===== src/pkg/pwr_pkg.sv =====
package pwr_pkg;
	localparam int NUM_CH    = 24;
	localparam int GRP_CH    = 4;
	localparam int NUM_GRP   = NUM_CH / GRP_CH;
	localparam int NUM_PAIR  = NUM_CH / 2;
	localparam int ADDR_W    = 12;
	localparam int DATA_W    = 32;
	localparam int WIDTH_W   = 8;
	localparam int CNT_W     = 16;

	localparam logic [ADDR_W-1:0] RELOAD_BASE = 12'h000;
	localparam logic [ADDR_W-1:0] CTRL_BASE   = 12'h080;
	localparam logic [ADDR_W-1:0] STATUS_ADDR = 12'h100;
	localparam logic [ADDR_W-1:0] REGION_MASK = 12'hf80;

	localparam int HI_LSB        = 8;
	localparam int LO_LSB        = 0;
	localparam int CTL_RUN_BIT   = 0;
	localparam int CTL_MODE_LSB  = 9;
	localparam int CTL_CLK_LSB   = 11;
	localparam int IDX_LSB       = 2;
	localparam int IDX_W         = 5;

	localparam int PRE_W                 = 6;
	localparam logic [PRE_W-1:0] DIV4_M  = 6'h03;
	localparam logic [PRE_W-1:0] DIV16_M = 6'h0f;
	localparam logic [PRE_W-1:0] DIV64_M = 6'h3f;

	localparam logic [1:0] RESP_OKAY   = 2'h0;
	localparam logic [1:0] RESP_SLVERR = 2'h2;

	typedef enum logic [1:0] {
		PWR_MODE_8     = 2'b00,
		PWR_MODE_8P8   = 2'b01,
		PWR_MODE_16    = 2'b10,
		PWR_MODE_16P16 = 2'b11
	} pwr_mode_t;

	typedef enum logic [1:0] {
		PWR_CLK_DIV1  = 2'b00,
		PWR_CLK_DIV4  = 2'b01,
		PWR_CLK_DIV16 = 2'b10,
		PWR_CLK_DIV64 = 2'b11
	} pwr_clk_t;

	typedef enum logic {
		PWR_PH_LOW  = 1'b0,
		PWR_PH_HIGH = 1'b1
	} pwr_phase_t;
endpackage : pwr_pkg


===== src/hw/pwr_group.sv =====
`timescale 1ns/1ps
module pwr_group (
	input  wire logic                            ref_clk,
	input  wire logic                            arst_n,
	input  wire logic [3:0][7:0]                 high_width_reload,
	input  wire logic [3:0][7:0]                 low_width_reload,
	input  wire logic [3:0]                      run,
	input  wire logic [3:0]                      cnt_en,
	input  wire logic [1:0]                      pair_mode_select_hi,
	input  wire logic [1:0]                      pair_mode_select_lo,
	output logic      [3:0]                      pulse_out
);
	logic [3:0] uf;
	logic       group_mode;

	// grouping keyed off the first pair
	assign group_mode = ({pair_mode_select_hi[0], pair_mode_select_lo[0]} ==
		pwr_pkg::PWR_MODE_16P16);

	for (genvar c = 0; c < 4; c++) begin : g_ch
		localparam int E = c - (c % 2);
		localparam int O = E + 1;
		logic [1:0]                    mode;
		logic                          joined;
		logic                          active;
		logic                          tick;
		logic [pwr_pkg::CNT_W-1:0]     hi_w;
		logic [pwr_pkg::CNT_W-1:0]     lo_w;
		logic [pwr_pkg::CNT_W-1:0]     cnt_q;
		logic [pwr_pkg::CNT_W-1:0]     hbuf_q;
		pwr_pkg::pwr_phase_t           phase_q;
		logic                          act_q;

		assign mode   = {pair_mode_select_hi[c/2], pair_mode_select_lo[c/2]};
		assign joined = group_mode || (mode == pwr_pkg::PWR_MODE_16);
		// joined pair drives only the even engine
		assign active = joined ? ((c % 2 == 0) && run[E]) : run[c];
		assign hi_w = joined ? {high_width_reload[E], low_width_reload[E]}
			: {8'h00, high_width_reload[c]};
		assign lo_w = joined ? {high_width_reload[O], low_width_reload[O]}
			: {8'h00, low_width_reload[c]};
		assign tick = (group_mode && c == 0) ? uf[2]
			: (!joined && mode == pwr_pkg::PWR_MODE_8P8 && c % 2 == 0) ? uf[O]
			: cnt_en[c];
		assign uf[c] = active && act_q && tick && (cnt_q == '0);
		assign pulse_out[c] = phase_q;

		always_ff @(posedge ref_clk or negedge arst_n) begin
			if (!arst_n) begin
				cnt_q   <= '0;
				hbuf_q  <= '0;
				phase_q <= pwr_pkg::PWR_PH_LOW;
				act_q   <= 1'b0;
			end else begin
				act_q <= active;
				if (!active) begin
					phase_q <= pwr_pkg::PWR_PH_LOW;
				end else if (!act_q) begin
					cnt_q   <= lo_w;
					hbuf_q  <= hi_w;
					phase_q <= pwr_pkg::PWR_PH_LOW;
				end else if (uf[c]) begin
					// reload width, counts width plus one
					if (phase_q == pwr_pkg::PWR_PH_LOW) begin
						phase_q <= pwr_pkg::PWR_PH_HIGH;
						cnt_q   <= hbuf_q;
					end else begin
						phase_q <= pwr_pkg::PWR_PH_LOW;
						cnt_q   <= lo_w;
						hbuf_q  <= hi_w;
					end
				end else if (tick) begin
					cnt_q <= cnt_q - 16'h0001;
				end
			end
		end
	end
endmodule : pwr_group


===== src/hw/pwr_top.sv =====
// The address map and register access over AXI4-Lite were left to the implementer.
`timescale 1ns/1ps
module pwr_top (
	input  wire logic                            ref_clk,
	input  wire logic                            arst_n,
	input  wire logic [pwr_pkg::ADDR_W-1:0]      s_axi_awaddr,
	input  wire logic                            s_axi_awvalid,
	output logic                                 s_axi_awready,
	input  wire logic [pwr_pkg::DATA_W-1:0]      s_axi_wdata,
	input  wire logic [3:0]                      s_axi_wstrb,
	input  wire logic                            s_axi_wvalid,
	output logic                                 s_axi_wready,
	output logic [1:0]                           s_axi_bresp,
	output logic                                 s_axi_bvalid,
	input  wire logic                            s_axi_bready,
	input  wire logic [pwr_pkg::ADDR_W-1:0]      s_axi_araddr,
	input  wire logic                            s_axi_arvalid,
	output logic                                 s_axi_arready,
	output logic [pwr_pkg::DATA_W-1:0]           s_axi_rdata,
	output logic [1:0]                           s_axi_rresp,
	output logic                                 s_axi_rvalid,
	input  wire logic                            s_axi_rready,
	output logic [pwr_pkg::NUM_CH-1:0]           pulse_out
);
	// register storage
	logic [15:0]                        reload_mem [pwr_pkg::NUM_CH];
	logic [pwr_pkg::NUM_CH-1:0]         run_q;
	logic [1:0]                         clk_sel_q  [pwr_pkg::NUM_CH];
	logic [pwr_pkg::NUM_PAIR-1:0]       mode_hi_q;
	logic [pwr_pkg::NUM_PAIR-1:0]       mode_lo_q;

	// prescaler
	logic [pwr_pkg::PRE_W-1:0]          pre_q;
	logic [pwr_pkg::NUM_CH-1:0]         cnt_en;
	logic [pwr_pkg::NUM_CH-1:0][7:0]    hw_bus;
	logic [pwr_pkg::NUM_CH-1:0][7:0]    lw_bus;

	// write channel state
	logic                               aw_held_q;
	logic                               w_held_q;
	logic [pwr_pkg::ADDR_W-1:0]         awaddr_q;
	logic [pwr_pkg::DATA_W-1:0]         wdata_q;
	logic [3:0]                         wstrb_q;
	logic                               do_write;
	logic                               wr_reload;
	logic                               wr_ctrl;
	logic [pwr_pkg::IDX_W-1:0]          wr_idx;
	logic                               wr_idx_ok;

	assign wr_idx    = awaddr_q[pwr_pkg::IDX_LSB +: pwr_pkg::IDX_W];
	assign wr_idx_ok = (32'(wr_idx) < pwr_pkg::NUM_CH);
	assign do_write  = aw_held_q && w_held_q && !s_axi_bvalid;
	assign wr_reload = do_write && wr_idx_ok &&
		((awaddr_q & pwr_pkg::REGION_MASK) == pwr_pkg::RELOAD_BASE);
	assign wr_ctrl   = do_write && wr_idx_ok &&
		((awaddr_q & pwr_pkg::REGION_MASK) == pwr_pkg::CTRL_BASE);

	// count clock enables, one-cycle pulses from a free divider
	always_ff @(posedge ref_clk or negedge arst_n) begin
		if (!arst_n) begin
			pre_q <= '0;
		end else begin
			pre_q <= pre_q + 6'h01;
		end
	end

	for (genvar n = 0; n < pwr_pkg::NUM_CH; n++) begin : g_ch
		always_comb begin
			case (pwr_pkg::pwr_clk_t'(clk_sel_q[n]))
				pwr_pkg::PWR_CLK_DIV1:  cnt_en[n] = 1'b1;
				pwr_pkg::PWR_CLK_DIV4:  cnt_en[n] = ((pre_q & pwr_pkg::DIV4_M) == pwr_pkg::DIV4_M);
				pwr_pkg::PWR_CLK_DIV16: cnt_en[n] = ((pre_q & pwr_pkg::DIV16_M) == pwr_pkg::DIV16_M);
				pwr_pkg::PWR_CLK_DIV64: cnt_en[n] = (pre_q == pwr_pkg::DIV64_M);
				default:                cnt_en[n] = 1'b1;
			endcase
		end
		// high byte upper, low byte lower
		assign hw_bus[n] = reload_mem[n][pwr_pkg::HI_LSB +: pwr_pkg::WIDTH_W];
		assign lw_bus[n] = reload_mem[n][pwr_pkg::LO_LSB +: pwr_pkg::WIDTH_W];
	end

	// widths store any value, no reset
	// writable at any time, even while running
	always_ff @(posedge ref_clk) begin
		if (wr_reload) begin
			if (wstrb_q[0]) begin
				reload_mem[wr_idx][pwr_pkg::LO_LSB +: pwr_pkg::WIDTH_W] <= wdata_q[7:0];
			end
			if (wstrb_q[1]) begin
				reload_mem[wr_idx][pwr_pkg::HI_LSB +: pwr_pkg::WIDTH_W] <= wdata_q[15:8];
			end
		end
	end

	// control registers
	always_ff @(posedge ref_clk or negedge arst_n) begin
		if (!arst_n) begin
			run_q     <= '0;
			mode_hi_q <= '0;
			mode_lo_q <= '0;
			for (int i = 0; i < pwr_pkg::NUM_CH; i++) begin
				clk_sel_q[i] <= 2'h0;
			end
		end else if (wr_ctrl) begin
			if (wstrb_q[0]) begin
				run_q[wr_idx] <= wdata_q[pwr_pkg::CTL_RUN_BIT];
			end
			if (wstrb_q[1]) begin
				clk_sel_q[wr_idx] <= wdata_q[pwr_pkg::CTL_CLK_LSB +: 2];
				// mode held by even channel only
				if (!wr_idx[0]) begin
					mode_lo_q[wr_idx[pwr_pkg::IDX_W-1:1]] <= wdata_q[pwr_pkg::CTL_MODE_LSB];
					mode_hi_q[wr_idx[pwr_pkg::IDX_W-1:1]] <= wdata_q[pwr_pkg::CTL_MODE_LSB+1];
				end
			end
		end
	end

	// same grouping repeated per four channels
	for (genvar g = 0; g < pwr_pkg::NUM_GRP; g++) begin : g_grp
		pwr_group u_group (
			.ref_clk             (ref_clk),
			.arst_n              (arst_n),
			.high_width_reload   (hw_bus[g*4 +: 4]),
			.low_width_reload    (lw_bus[g*4 +: 4]),
			.run                 (run_q[g*4 +: 4]),
			.cnt_en              (cnt_en[g*4 +: 4]),
			.pair_mode_select_hi (mode_hi_q[g*2 +: 2]),
			.pair_mode_select_lo (mode_lo_q[g*2 +: 2]),
			.pulse_out           (pulse_out[g*4 +: 4])
		);
	end

	// write address/data taken in either order, response after both
	always_ff @(posedge ref_clk or negedge arst_n) begin
		if (!arst_n) begin
			aw_held_q     <= 1'b0;
			w_held_q      <= 1'b0;
			awaddr_q      <= '0;
			wdata_q       <= '0;
			wstrb_q       <= '0;
			s_axi_awready <= 1'b0;
			s_axi_wready  <= 1'b0;
			s_axi_bvalid  <= 1'b0;
			s_axi_bresp   <= pwr_pkg::RESP_OKAY;
		end else begin
			if (!aw_held_q && !s_axi_bvalid && !s_axi_awready) begin
				s_axi_awready <= 1'b1;
			end
			if (!w_held_q && !s_axi_bvalid && !s_axi_wready) begin
				s_axi_wready <= 1'b1;
			end
			if (s_axi_awvalid && s_axi_awready) begin
				aw_held_q     <= 1'b1;
				awaddr_q      <= s_axi_awaddr;
				s_axi_awready <= 1'b0;
			end
			if (s_axi_wvalid && s_axi_wready) begin
				w_held_q     <= 1'b1;
				wdata_q      <= s_axi_wdata;
				wstrb_q      <= s_axi_wstrb;
				s_axi_wready <= 1'b0;
			end
			if (do_write) begin
				aw_held_q    <= 1'b0;
				w_held_q     <= 1'b0;
				s_axi_bvalid <= 1'b1;
				s_axi_bresp  <= (wr_reload || wr_ctrl) ? pwr_pkg::RESP_OKAY
					: pwr_pkg::RESP_SLVERR;
			end
			if (s_axi_bvalid && s_axi_bready) begin
				s_axi_bvalid <= 1'b0;
			end
		end
	end

	// read decode; unmapped answers slverr with zero data
	logic [pwr_pkg::IDX_W-1:0]  rd_idx;
	logic                       rd_idx_ok;
	logic [pwr_pkg::DATA_W-1:0] rd_data;
	logic [1:0]                 rd_resp;

	assign rd_idx    = s_axi_araddr[pwr_pkg::IDX_LSB +: pwr_pkg::IDX_W];
	assign rd_idx_ok = (32'(rd_idx) < pwr_pkg::NUM_CH);

	always_comb begin
		rd_data = '0;
		rd_resp = pwr_pkg::RESP_OKAY;
		if (s_axi_araddr == pwr_pkg::STATUS_ADDR) begin
			rd_data = 32'(pulse_out);
		end else if (rd_idx_ok &&
			(s_axi_araddr & pwr_pkg::REGION_MASK) == pwr_pkg::RELOAD_BASE) begin
			rd_data = 32'(reload_mem[rd_idx]);
		end else if (rd_idx_ok &&
			(s_axi_araddr & pwr_pkg::REGION_MASK) == pwr_pkg::CTRL_BASE) begin
			rd_data[pwr_pkg::CTL_RUN_BIT]       = run_q[rd_idx];
			rd_data[pwr_pkg::CTL_CLK_LSB +: 2]  = clk_sel_q[rd_idx];
			if (!rd_idx[0]) begin
				rd_data[pwr_pkg::CTL_MODE_LSB]   = mode_lo_q[rd_idx[pwr_pkg::IDX_W-1:1]];
				rd_data[pwr_pkg::CTL_MODE_LSB+1] = mode_hi_q[rd_idx[pwr_pkg::IDX_W-1:1]];
			end
		end else begin
			rd_resp = pwr_pkg::RESP_SLVERR;
		end
	end

	// undefined widths may read as x until software writes them
	always_ff @(posedge ref_clk or negedge arst_n) begin
		if (!arst_n) begin
			s_axi_arready <= 1'b0;
			s_axi_rvalid  <= 1'b0;
			s_axi_rdata   <= '0;
			s_axi_rresp   <= pwr_pkg::RESP_OKAY;
		end else begin
			if (!s_axi_rvalid && !s_axi_arready) begin
				s_axi_arready <= 1'b1;
			end
			if (s_axi_arvalid && s_axi_arready) begin
				s_axi_arready <= 1'b0;
				s_axi_rvalid  <= 1'b1;
				s_axi_rdata   <= rd_data;
				s_axi_rresp   <= rd_resp;
			end
			if (s_axi_rvalid && s_axi_rready) begin
				s_axi_rvalid <= 1'b0;
			end
		end
	end
endmodule : pwr_top


===== config.mk =====
export PLATFORM = sky130hd
export DESIGN_NAME = pwr_top
export DESIGN_NICKNAME = d
export VERILOG_FILES = /design/src/pkg/pwr_pkg.sv /design/src/hw/pwr_group.sv /design/src/hw/pwr_top.sv
export SDC_FILE = /design/constraint.sdc
export NUM_CORES = 2
export LEC_CHECK = 0
export BUFFER_PORTS_ARGS = -buffer_cell sky130_fd_sc_hd__buf_2
export CAP_MARGIN = 25
export CORE_MARGIN = 2
export CORE_UTILIZATION = 45
export CTS_CLUSTER_SIZE = 20
export DETAILED_ROUTE_END_ITERATION = 8
export SLEW_MARGIN = 5
export SYNTH_ARGS = -nofsm -noshare
export SYNTH_HDL_FRONTEND = slang
export SYNTH_SLANG_ARGS = --single-unit

===== constraint.sdc =====
create_clock -name ref_clk -period 3.5 [get_ports ref_clk]
set_input_delay 0.7 -clock ref_clk [delete_from_list [all_inputs] [get_ports ref_clk]]
set_output_delay 0.7 -clock ref_clk [all_outputs]
set_load 0.02 [all_outputs]

Word-level counts from Yosys, hierarchy flattened
Memory sizes are Yosys's and may differ from the RTL's.
Cells that the tools add are included.
Widths: inputs -> output; s select.
{"block": "op_classes", "add_sub_neg": 25, "magnitude_cmp": 11, "eq_ne": 204, "muxes": 417, "bitwise_logic": 3, "n_reduce_logical": 244}
{"cell": "$mux 16", "n": 216}
{"cell": "$logic_not 16->1", "n": 24}
{"cell": "$sub 16x1->16 const B", "n": 24}
{"cell": "$mux 1", "n": 153}
{"cell": "$eq 2x2->1 const B", "n": 67}
{"cell": "$logic_and 1x1->1", "n": 104}
{"cell": "$ne 2x1->1 const B", "n": 48}
{"cell": "$pmux 1 s4", "n": 24}
{"cell": "$reduce_and 3->1", "n": 25}
{"cell": "$eq 2x1->1 const B", "n": 36}
{"cell": "$ne 3x1->1 const B", "n": 24}
{"cell": "$ne 3x2->1 const B", "n": 24}
{"cell": "$reduce_and 2->1", "n": 26}
{"cell": "$bwmux 48", "n": 1}
{"cell": "$logic_not 2->1", "n": 24}
{"cell": "$bwmux 12", "n": 2}
{"cell": "$bwmux 24", "n": 1}
{"cell": "$logic_not 12->1", "n": 2}
{"cell": "$mux 24", "n": 1}
{"cell": "$logic_not 1->1", "n": 19}
{"cell": "$mux 2", "n": 8}
{"cell": "$reduce_bool 2->1", "n": 7}
{"cell": "$logic_or 1x1->1", "n": 13}
{"cell": "$eq 12x9->1 const B", "n": 1}
{"cell": "other kinds (22)", "n": 30}
{"block": "totals", "ff_bits": 991, "ram_bits": 384, "in_bits": 67, "output_inout_bits": 65, "mem_count": 1}
{"name": "reload_mem", "words": 24, "word_bits": 16, "rd": 25, "rd_ports_with_merged_regs": 0, "write_ports": 1, "line_no": "pwr_top.sv:26", "source": "logic [15:0] reload_mem [pwr_pkg::NUM_CH];"}

Logic depth before layout (Yosys ltp)
{"block": "depth", "depth_word": 15, "depth_mapped": 13, "depth_no_buf": 9}

By module
Synthesis repeated with hierarchy kept, for this count alone.
{"block": "hier_totals", "hier_cells": 6882, "area_unflattened_um2": 71937.7}
{"module": "pwr_top", "instances": 1, "cells_each": 1416, "area_per_inst_um2": 24390.9}
{"module": "pwr_group (g_grp[0].u_group ...)", "instances": 3, "cells_each": 909, "area_per_inst_um2": 7968.9}
{"module": "pwr_group (g_grp[3].u_group ...)", "instances": 3, "cells_each": 913, "area_per_inst_um2": 7880.1}

Worst setup path after synthesis
No wires, ideal clock.
{"block": "synth_timing", "path_type": "input to register", "start": "in s_axi_araddr[2] (netlist bit)", "end": "reg s_axi_rdata[0] (netlist bit)", "setup_time_ps": 135, "arrival_time_ps": 3473, "t_required_ps": 3365, "slack_ps": -108, "path_stages": 8, "path_buffers": 4, "cell_sequence": "clkbuf_1 > buf_1 > clkbuf_1 > clkbuf_1 > mux4_2 > mux4_2 > a221oi_1 > o21ai_0"}
{"block": "synth_via", "elab_chain_cells": 5}
{"item": "start, declared", "line_no": "pwr_top.sv:16", "source": "input wire logic [pwr_pkg::ADDR_W-1:0] s_axi_araddr,"}
{"item": "$bmux 1 s5 or $lt 5x5->1 (tied branches)", "line_no": "pwr_top.sv:196, pwr_top.sv:184"}
{"item": "$mux 1 (implied by the code) or $logic_and 1x1->1 (tied branches)", "line_no": "pwr_top.sv:196, pwr_top.sv:194"}
{"item": "$mux 1", "line_no": "pwr_top.sv:194", "source": "end else if (rd_idx_ok &&"}
{"item": "$mux 1", "line_no": "pwr_top.sv:191", "source": "end else if (rd_idx_ok &&"}
{"item": "$mux 24 *", "line_no": "pwr_top.sv:189", "source": "if (s_axi_araddr == pwr_pkg::STATUS_ADDR) begin"}
{"item": "end signal, assigned", "line_no": "pwr_top.sv:221", "source": "s_axi_rdata <= rd_data;"}
{"item": "end, declared", "line_no": "pwr_top.sv:19", "source": "output logic [pwr_pkg::DATA_W-1:0] s_axi_rdata,"}
Mark *: on every way between the ends. The rest lies on a longest branch, timed or not. The select of a mux whose other input is x is not followed.
A chain may end at the register's enable or synchronous reset.

Worst setup path after layout
{"block": "layout_timing", "start": "reg pre_q[5] (netlist bit)", "end": "reg g_grp[4].u_group.g_ch[2].cnt_q[11] (netlist bit)"}
{"block": "layout_via", "elab_chain_cells": 9}
{"item": "start, declared", "line_no": "pwr_top.sv:33", "source": "logic [pwr_pkg::PRE_W-1:0] pre_q;"}
{"item": "start signal, assigned", "line_no": "pwr_top.sv:63", "source": "pre_q <= pre_q + 6'h01;"}
{"item": "$eq 6x6->1 *", "line_no": "pwr_top.sv:73", "source": "pwr_pkg::PWR_CLK_DIV64: cnt_en[n] = (pre_q == pwr_pkg::DIV64_M);"}
{"item": "$pmux 1 s4", "line_no": "pwr_top.sv:69", "source": "case (pwr_pkg::pwr_clk_t'(clk_sel_q[n]))"}
{"item": "$logic_and 1x1->1 (2 in series)", "line_no": "pwr_group.sv:45", "source": "assign uf[c] = active && act_q && tick && (cnt_q == '0);"}
{"item": "$mux 1 *", "line_no": "pwr_group.sv:43", "source": ": (!joined && mode == pwr_pkg::PWR_MODE_8P8 && c % 2 == 0) ? uf[O]"}
{"item": "$logic_and 1x1->1 (2 in series)", "line_no": "pwr_group.sv:45"}
{"item": "$ne 3x1->1 (no line) or $mux 16 (tied branches)"}
{"item": "$reduce_and 2->1 (no line) or $mux 16 (tied branches)"}
{"item": "end signal, assigned", "line_no": "pwr_group.sv:59", "source": "cnt_q <= lo_w;"}
{"item": "end signal, assigned", "line_no": "pwr_group.sv:66", "source": "cnt_q <= hbuf_q;"}
{"item": "end signal, assigned", "line_no": "pwr_group.sv:69", "source": "cnt_q <= lo_w;"}
{"item": "end, declared", "line_no": "pwr_group.sv:29", "source": "logic [pwr_pkg::CNT_W-1:0] cnt_q;"}
Mark *: on every way between the ends. The rest lies on a longest branch, timed or not.

==> flow_metrics.py <==
metrics = {
    "power": {
        "p_int_mw": 36.9,
        "pwr-share-clk_pct": 30.6,
        "vdd_drop_max_mv": 0.532,
        "power_frac_seq_pct": 39.3,
        "net-switching-power_mw": 19.6,
        "leakagePower_nw": 35.1,
        "power_density_nw_per_um2": 670,
        "netSwitchingFraction_pct": 34.8,
        "combPwrFrac_pct": 30.1,
        "post_layout_power_mw": 56.5,
    },
    "floorplanning": {
        "design.core.area_sq_um": 163000,
        "floorplan.die_area_sq_um": 167000,
        "initial_util_pct": 45.3,
        "rows": 148,
        "floorplan.die.height_um": 408,
        "die_width_um": 408,
        "ioPinCount": 132,
    },
    "global_routing": {
        "grt_pass1_vias": 56300,
        "grt_first_pass_wirelength_um": 362000,
        "globalRouteTotalUtil_pct": 28.5,
        "grt_start_max_net_pins": 124,
        "antenna_violations_before_repair": 19,
        "overflow": 0,
    },
    "worst_setup_path": {
        "worst_path_arrival_ns": 4.13,
        "worst_ep_required_time_ns": 4.25,
        "critPathCaptureType": "register",
        "worstPathMaxFanout": 15,
        "critPathKind": "reg -> reg",
        "critPathLaunchType": "register",
    },
    "run": {
        "maxCapViolations": 0,
    },
    "logic_synthesis": {
        "postSynthAreaPerCell_sq_um": 10.7,
        "synth_async_sr_flop_share_pct": 68.2,
        "total_of_warnings_raised_by_yosys": 0,
        "netlist_instances": 6871,
        "seq_area_frac_synth_pct": 51.9,
        "synth_edf_count": 456,
        "synth.cell_area_sq_um": 73600,
        "synth_cell_type_count": 95,
        "dominantRegCellSynth": "sky130_fd_sc_hd__dfrtp_1",
        "postSynthRegisterBits": 1435,
    },
    "clock_tree": {
        "clk_path_buf_depth": 3,
        "cts_made_buffers": 161,
        "cts_htree_levels": 4,
        "cts.clk_slew.worst_paths_ns": 0.06,
        "cts.sink_count": 1435,
        "tritoncts": "done",
        "ctsRootBufferMaster": "sky130_fd_sc_hd__clkbuf_16",
        "worstSkewPairLatency_ns": 0.82,
    },
    "place": {
        "io_buffers": 101,
        "gp_congestion": 0.982,
        "place.detailed.instances": 9183,
        "placedInstanceArea_sq_um": 78800,
        "dpl_hpwl_um": 174000,
        "post-place-ws_ns": -0.0128,
    },
    "layout": {
        "layout.filler_cells": 14500,
        "layout.cells.non_filler": 9496,
        "area.growth.synth_to_final_pct": 14.6,
        "nets": 7278,
        "final_layout_size_suffix_gt1_share_pct": 18.3,
        "post_route_cell_area_sq_um": 84400,
    },
    "detailed_routing": {
        "detailed_router_iteration_count_before_antenna_repair": 6,
        "detail-route-antenna-nets": 0,
        "route.detailed.wl_per_inst_um": 25.3,
        "drt-initial-drc-count": 6080,
        "total_number_of_vias": 57900,
        "drc": 0,
        "totalWireLength_um": 240000,
        "avgViaCountPerCell": 6.10,
    },
    "sta": {
        "max-slew-margin-rel_pct": 22.5,
        "fin_crit_ns": 3.38,
        "timing.fmax_mhz": 296,
        "setup_viol_count_final": 0,
        "hold_viol": 0,
        "worst-slew-pin-transition_ns": 1.16,
        "finalClockSkew_ns": 0.0422,
        "timing.final.ws_setup_ns": 0.121,
        "post-route-period-util_pct": 96.5,
        "grt_setup_unrepaired": "true",
        "slew_limit_fails": 0,
    },
    "min_path": {
        "worst_hold_path_type": "in -> reg",
    },
    "run_status": {
        "result_of_the_run": "finished clean",
    },
}
-- cell usage in the layout (no fill, tap or decap), drive strengths merged, types with 207 or more instances in the layout --
cell type	n
a21oi	251
buf	498
clkbuf	207
dfrtp	979
edfxtp	456
mux2	306
mux2i	235
nand2	823
nor2	473
o21ai	589
-- per-stage QoR --
| step | setup TNS (ns) | utilization, % | hold slack (ns) |
|---|---|---|---|
| after global placement | 0 | 48.4 | 0.452 |
| final | 0 | 51.9 | 0.0579 |
| after global routing | -0.0307 | 51.9 | 0.0334 |
| after detailed placement | -0.0128 | 48.4 | 0.462 |
| after floorplan | 0 | - | 0.352 |
| after CTS | 0 | 51.8 | 0.0162 |
-- layer usage --
layer,vias up,GRT usage [%],wire length (um)
li1,26000,-,-
met2,2391,44.3,110000
met5,-,0,172
met3,515,6.30,19900
met4,26,11.4,9940
met1,29000,38.8,100000
-- flip-flops by register name, summed over array words and instances, names as in the netlist, 2 cells and up --
register,count
awaddr_q,10
s_axi_rdata,24
pre_q,6
g_grp.u_group.g_ch.cnt_q,384
run_q,24
g_grp.u_group.g_ch.hbuf_q,384
reload_mem,456
g_grp.u_group.g_ch.phase_q,24
mode_hi_q,12
wstrb_q,2
wdata_q,16
mode_lo_q,12
g_grp.u_group.g_ch.act_q,24
clk_sel_q,48
-- kinds of logic (layout without fill, tap and decap cells) --
family,count (synthesis),in the layout,share of synthesized area (%)
xor gates and xnor gates,186,186,2.21
other,1,85,0.00509
and+or+nand+nor,2277,2277,14.9
muxes,707,707,13.0
adders and majority gates,31,31,0.527
DFF,1435,1435,51.9
AOI/OAI and AO/OA,1612,1612,14.1
buffers and inverters,622,988,3.44
-- path summary, 6_finish.rpt --
check                                                                start                                              end  slack [ns]  cells past startpoint
setup / recovery                                        pre_q[5]$_DFF_PN0_   g_grp[4].u_group.g_ch[2].cnt_q[11]$_DFFE_PN0P_        0.12                     10
hold / removal                                                s_axi_rready                         s_axi_rvalid$_DFFE_PN0P_        0.06                      2
setup reg to reg                                        pre_q[5]$_DFF_PN0_   g_grp[4].u_group.g_ch[2].cnt_q[11]$_DFFE_PN0P_        0.12                     10
hold reg to reg            g_grp[3].u_group.g_ch[2].hbuf_q[11]$_DFFE_PN0P_  g_grp[3].u_group.g_ch[2].hbuf_q[11]$_DFFE_PN0P_        0.47                      2
max in group asynchronous                                           arst_n                           wdata_q[4]$_DFFE_PN0P_        1.87                      3
min in group asynchronous                                           arst_n    g_grp[0].u_group.g_ch[1].cnt_q[7]$_DFFE_PN0P_        0.43                      2
-- power groups by stage --
stage	clock (mW)	sequential, mW	combinational, mW
floorplan	0	21.3	12.1
global placement	0	22.5	16.2
detailed placement	0	22.6	16.4
CTS	17.6	22.3	16.6
global route	18.3	22.4	18.9
finish	17.3	22.2	17.0
-- worst max-delay path, stage by stage, from the launching register on --
cell	delay, ns
sky130_fd_sc_hd__dfrtp_1	0.57
sky130_fd_sc_hd__buf_4	0.34
sky130_fd_sc_hd__nand3_1	0.11
sky130_fd_sc_hd__a32oi_1	0.32
sky130_fd_sc_hd__buf_4	0.26
sky130_fd_sc_hd__nand4_1	0.33
sky130_fd_sc_hd__a2111oi_0	0.57
sky130_fd_sc_hd__buf_4	0.19
sky130_fd_sc_hd__o21ai_2	0.07
sky130_fd_sc_hd__nor2_1	0.32
sky130_fd_sc_hd__a221o_1	0.21
-- cell type report --
class | instances | area (sq um) | share of cell area (%)
sequential | 1435 | 38200 | 45.3
multi-input combinational | 4895 | 33400 | 39.6
clock buffer | 204 | 4400 | 5.21
timing repair buffer | 502 | 3980 | 4.71
tap | 2175 | 2720 | 3.23
clock inverter | 97 | 995 | 1.18
inverter | 185 | 694 | 0.823
antenna | 3 | 7.51 | 0.00890
-- timing repair --
| action | in CTS | in global routing |
|---|---|---|
| buffers inserted | 0 | 3 |
| pin swaps | 0 | 7 |
| hold endpoints to repair | 22 | 0 |
| setup endpoints to repair | 3 | 109 |
| cloned | 1 | 0 |
| resized for setup | 2 | 23 |
| hold buffers | 1 | 0 |
-- cell usage after synthesis (all sizes together), types with 166 or more instances --
| library cell | count | share of area (%) |
|---|---|---|
| inv | 178 | 0.91 |
| mux2 | 306 | 4.7 |
| mux4 | 166 | 5.1 |
| o21ai | 589 | 4.0 |
| dfrtp | 979 | 33 |
| mux2i | 235 | 3.2 |
| clkbuf | 341 | 1.7 |
| nor2 | 473 | 2.4 |
| edfxtp | 456 | 19 |
| nand2 | 823 | 4.2 |
| nor3 | 181 | 1.2 |
| a21oi | 251 | 1.7 |
(Power assumes the default switching activity.)
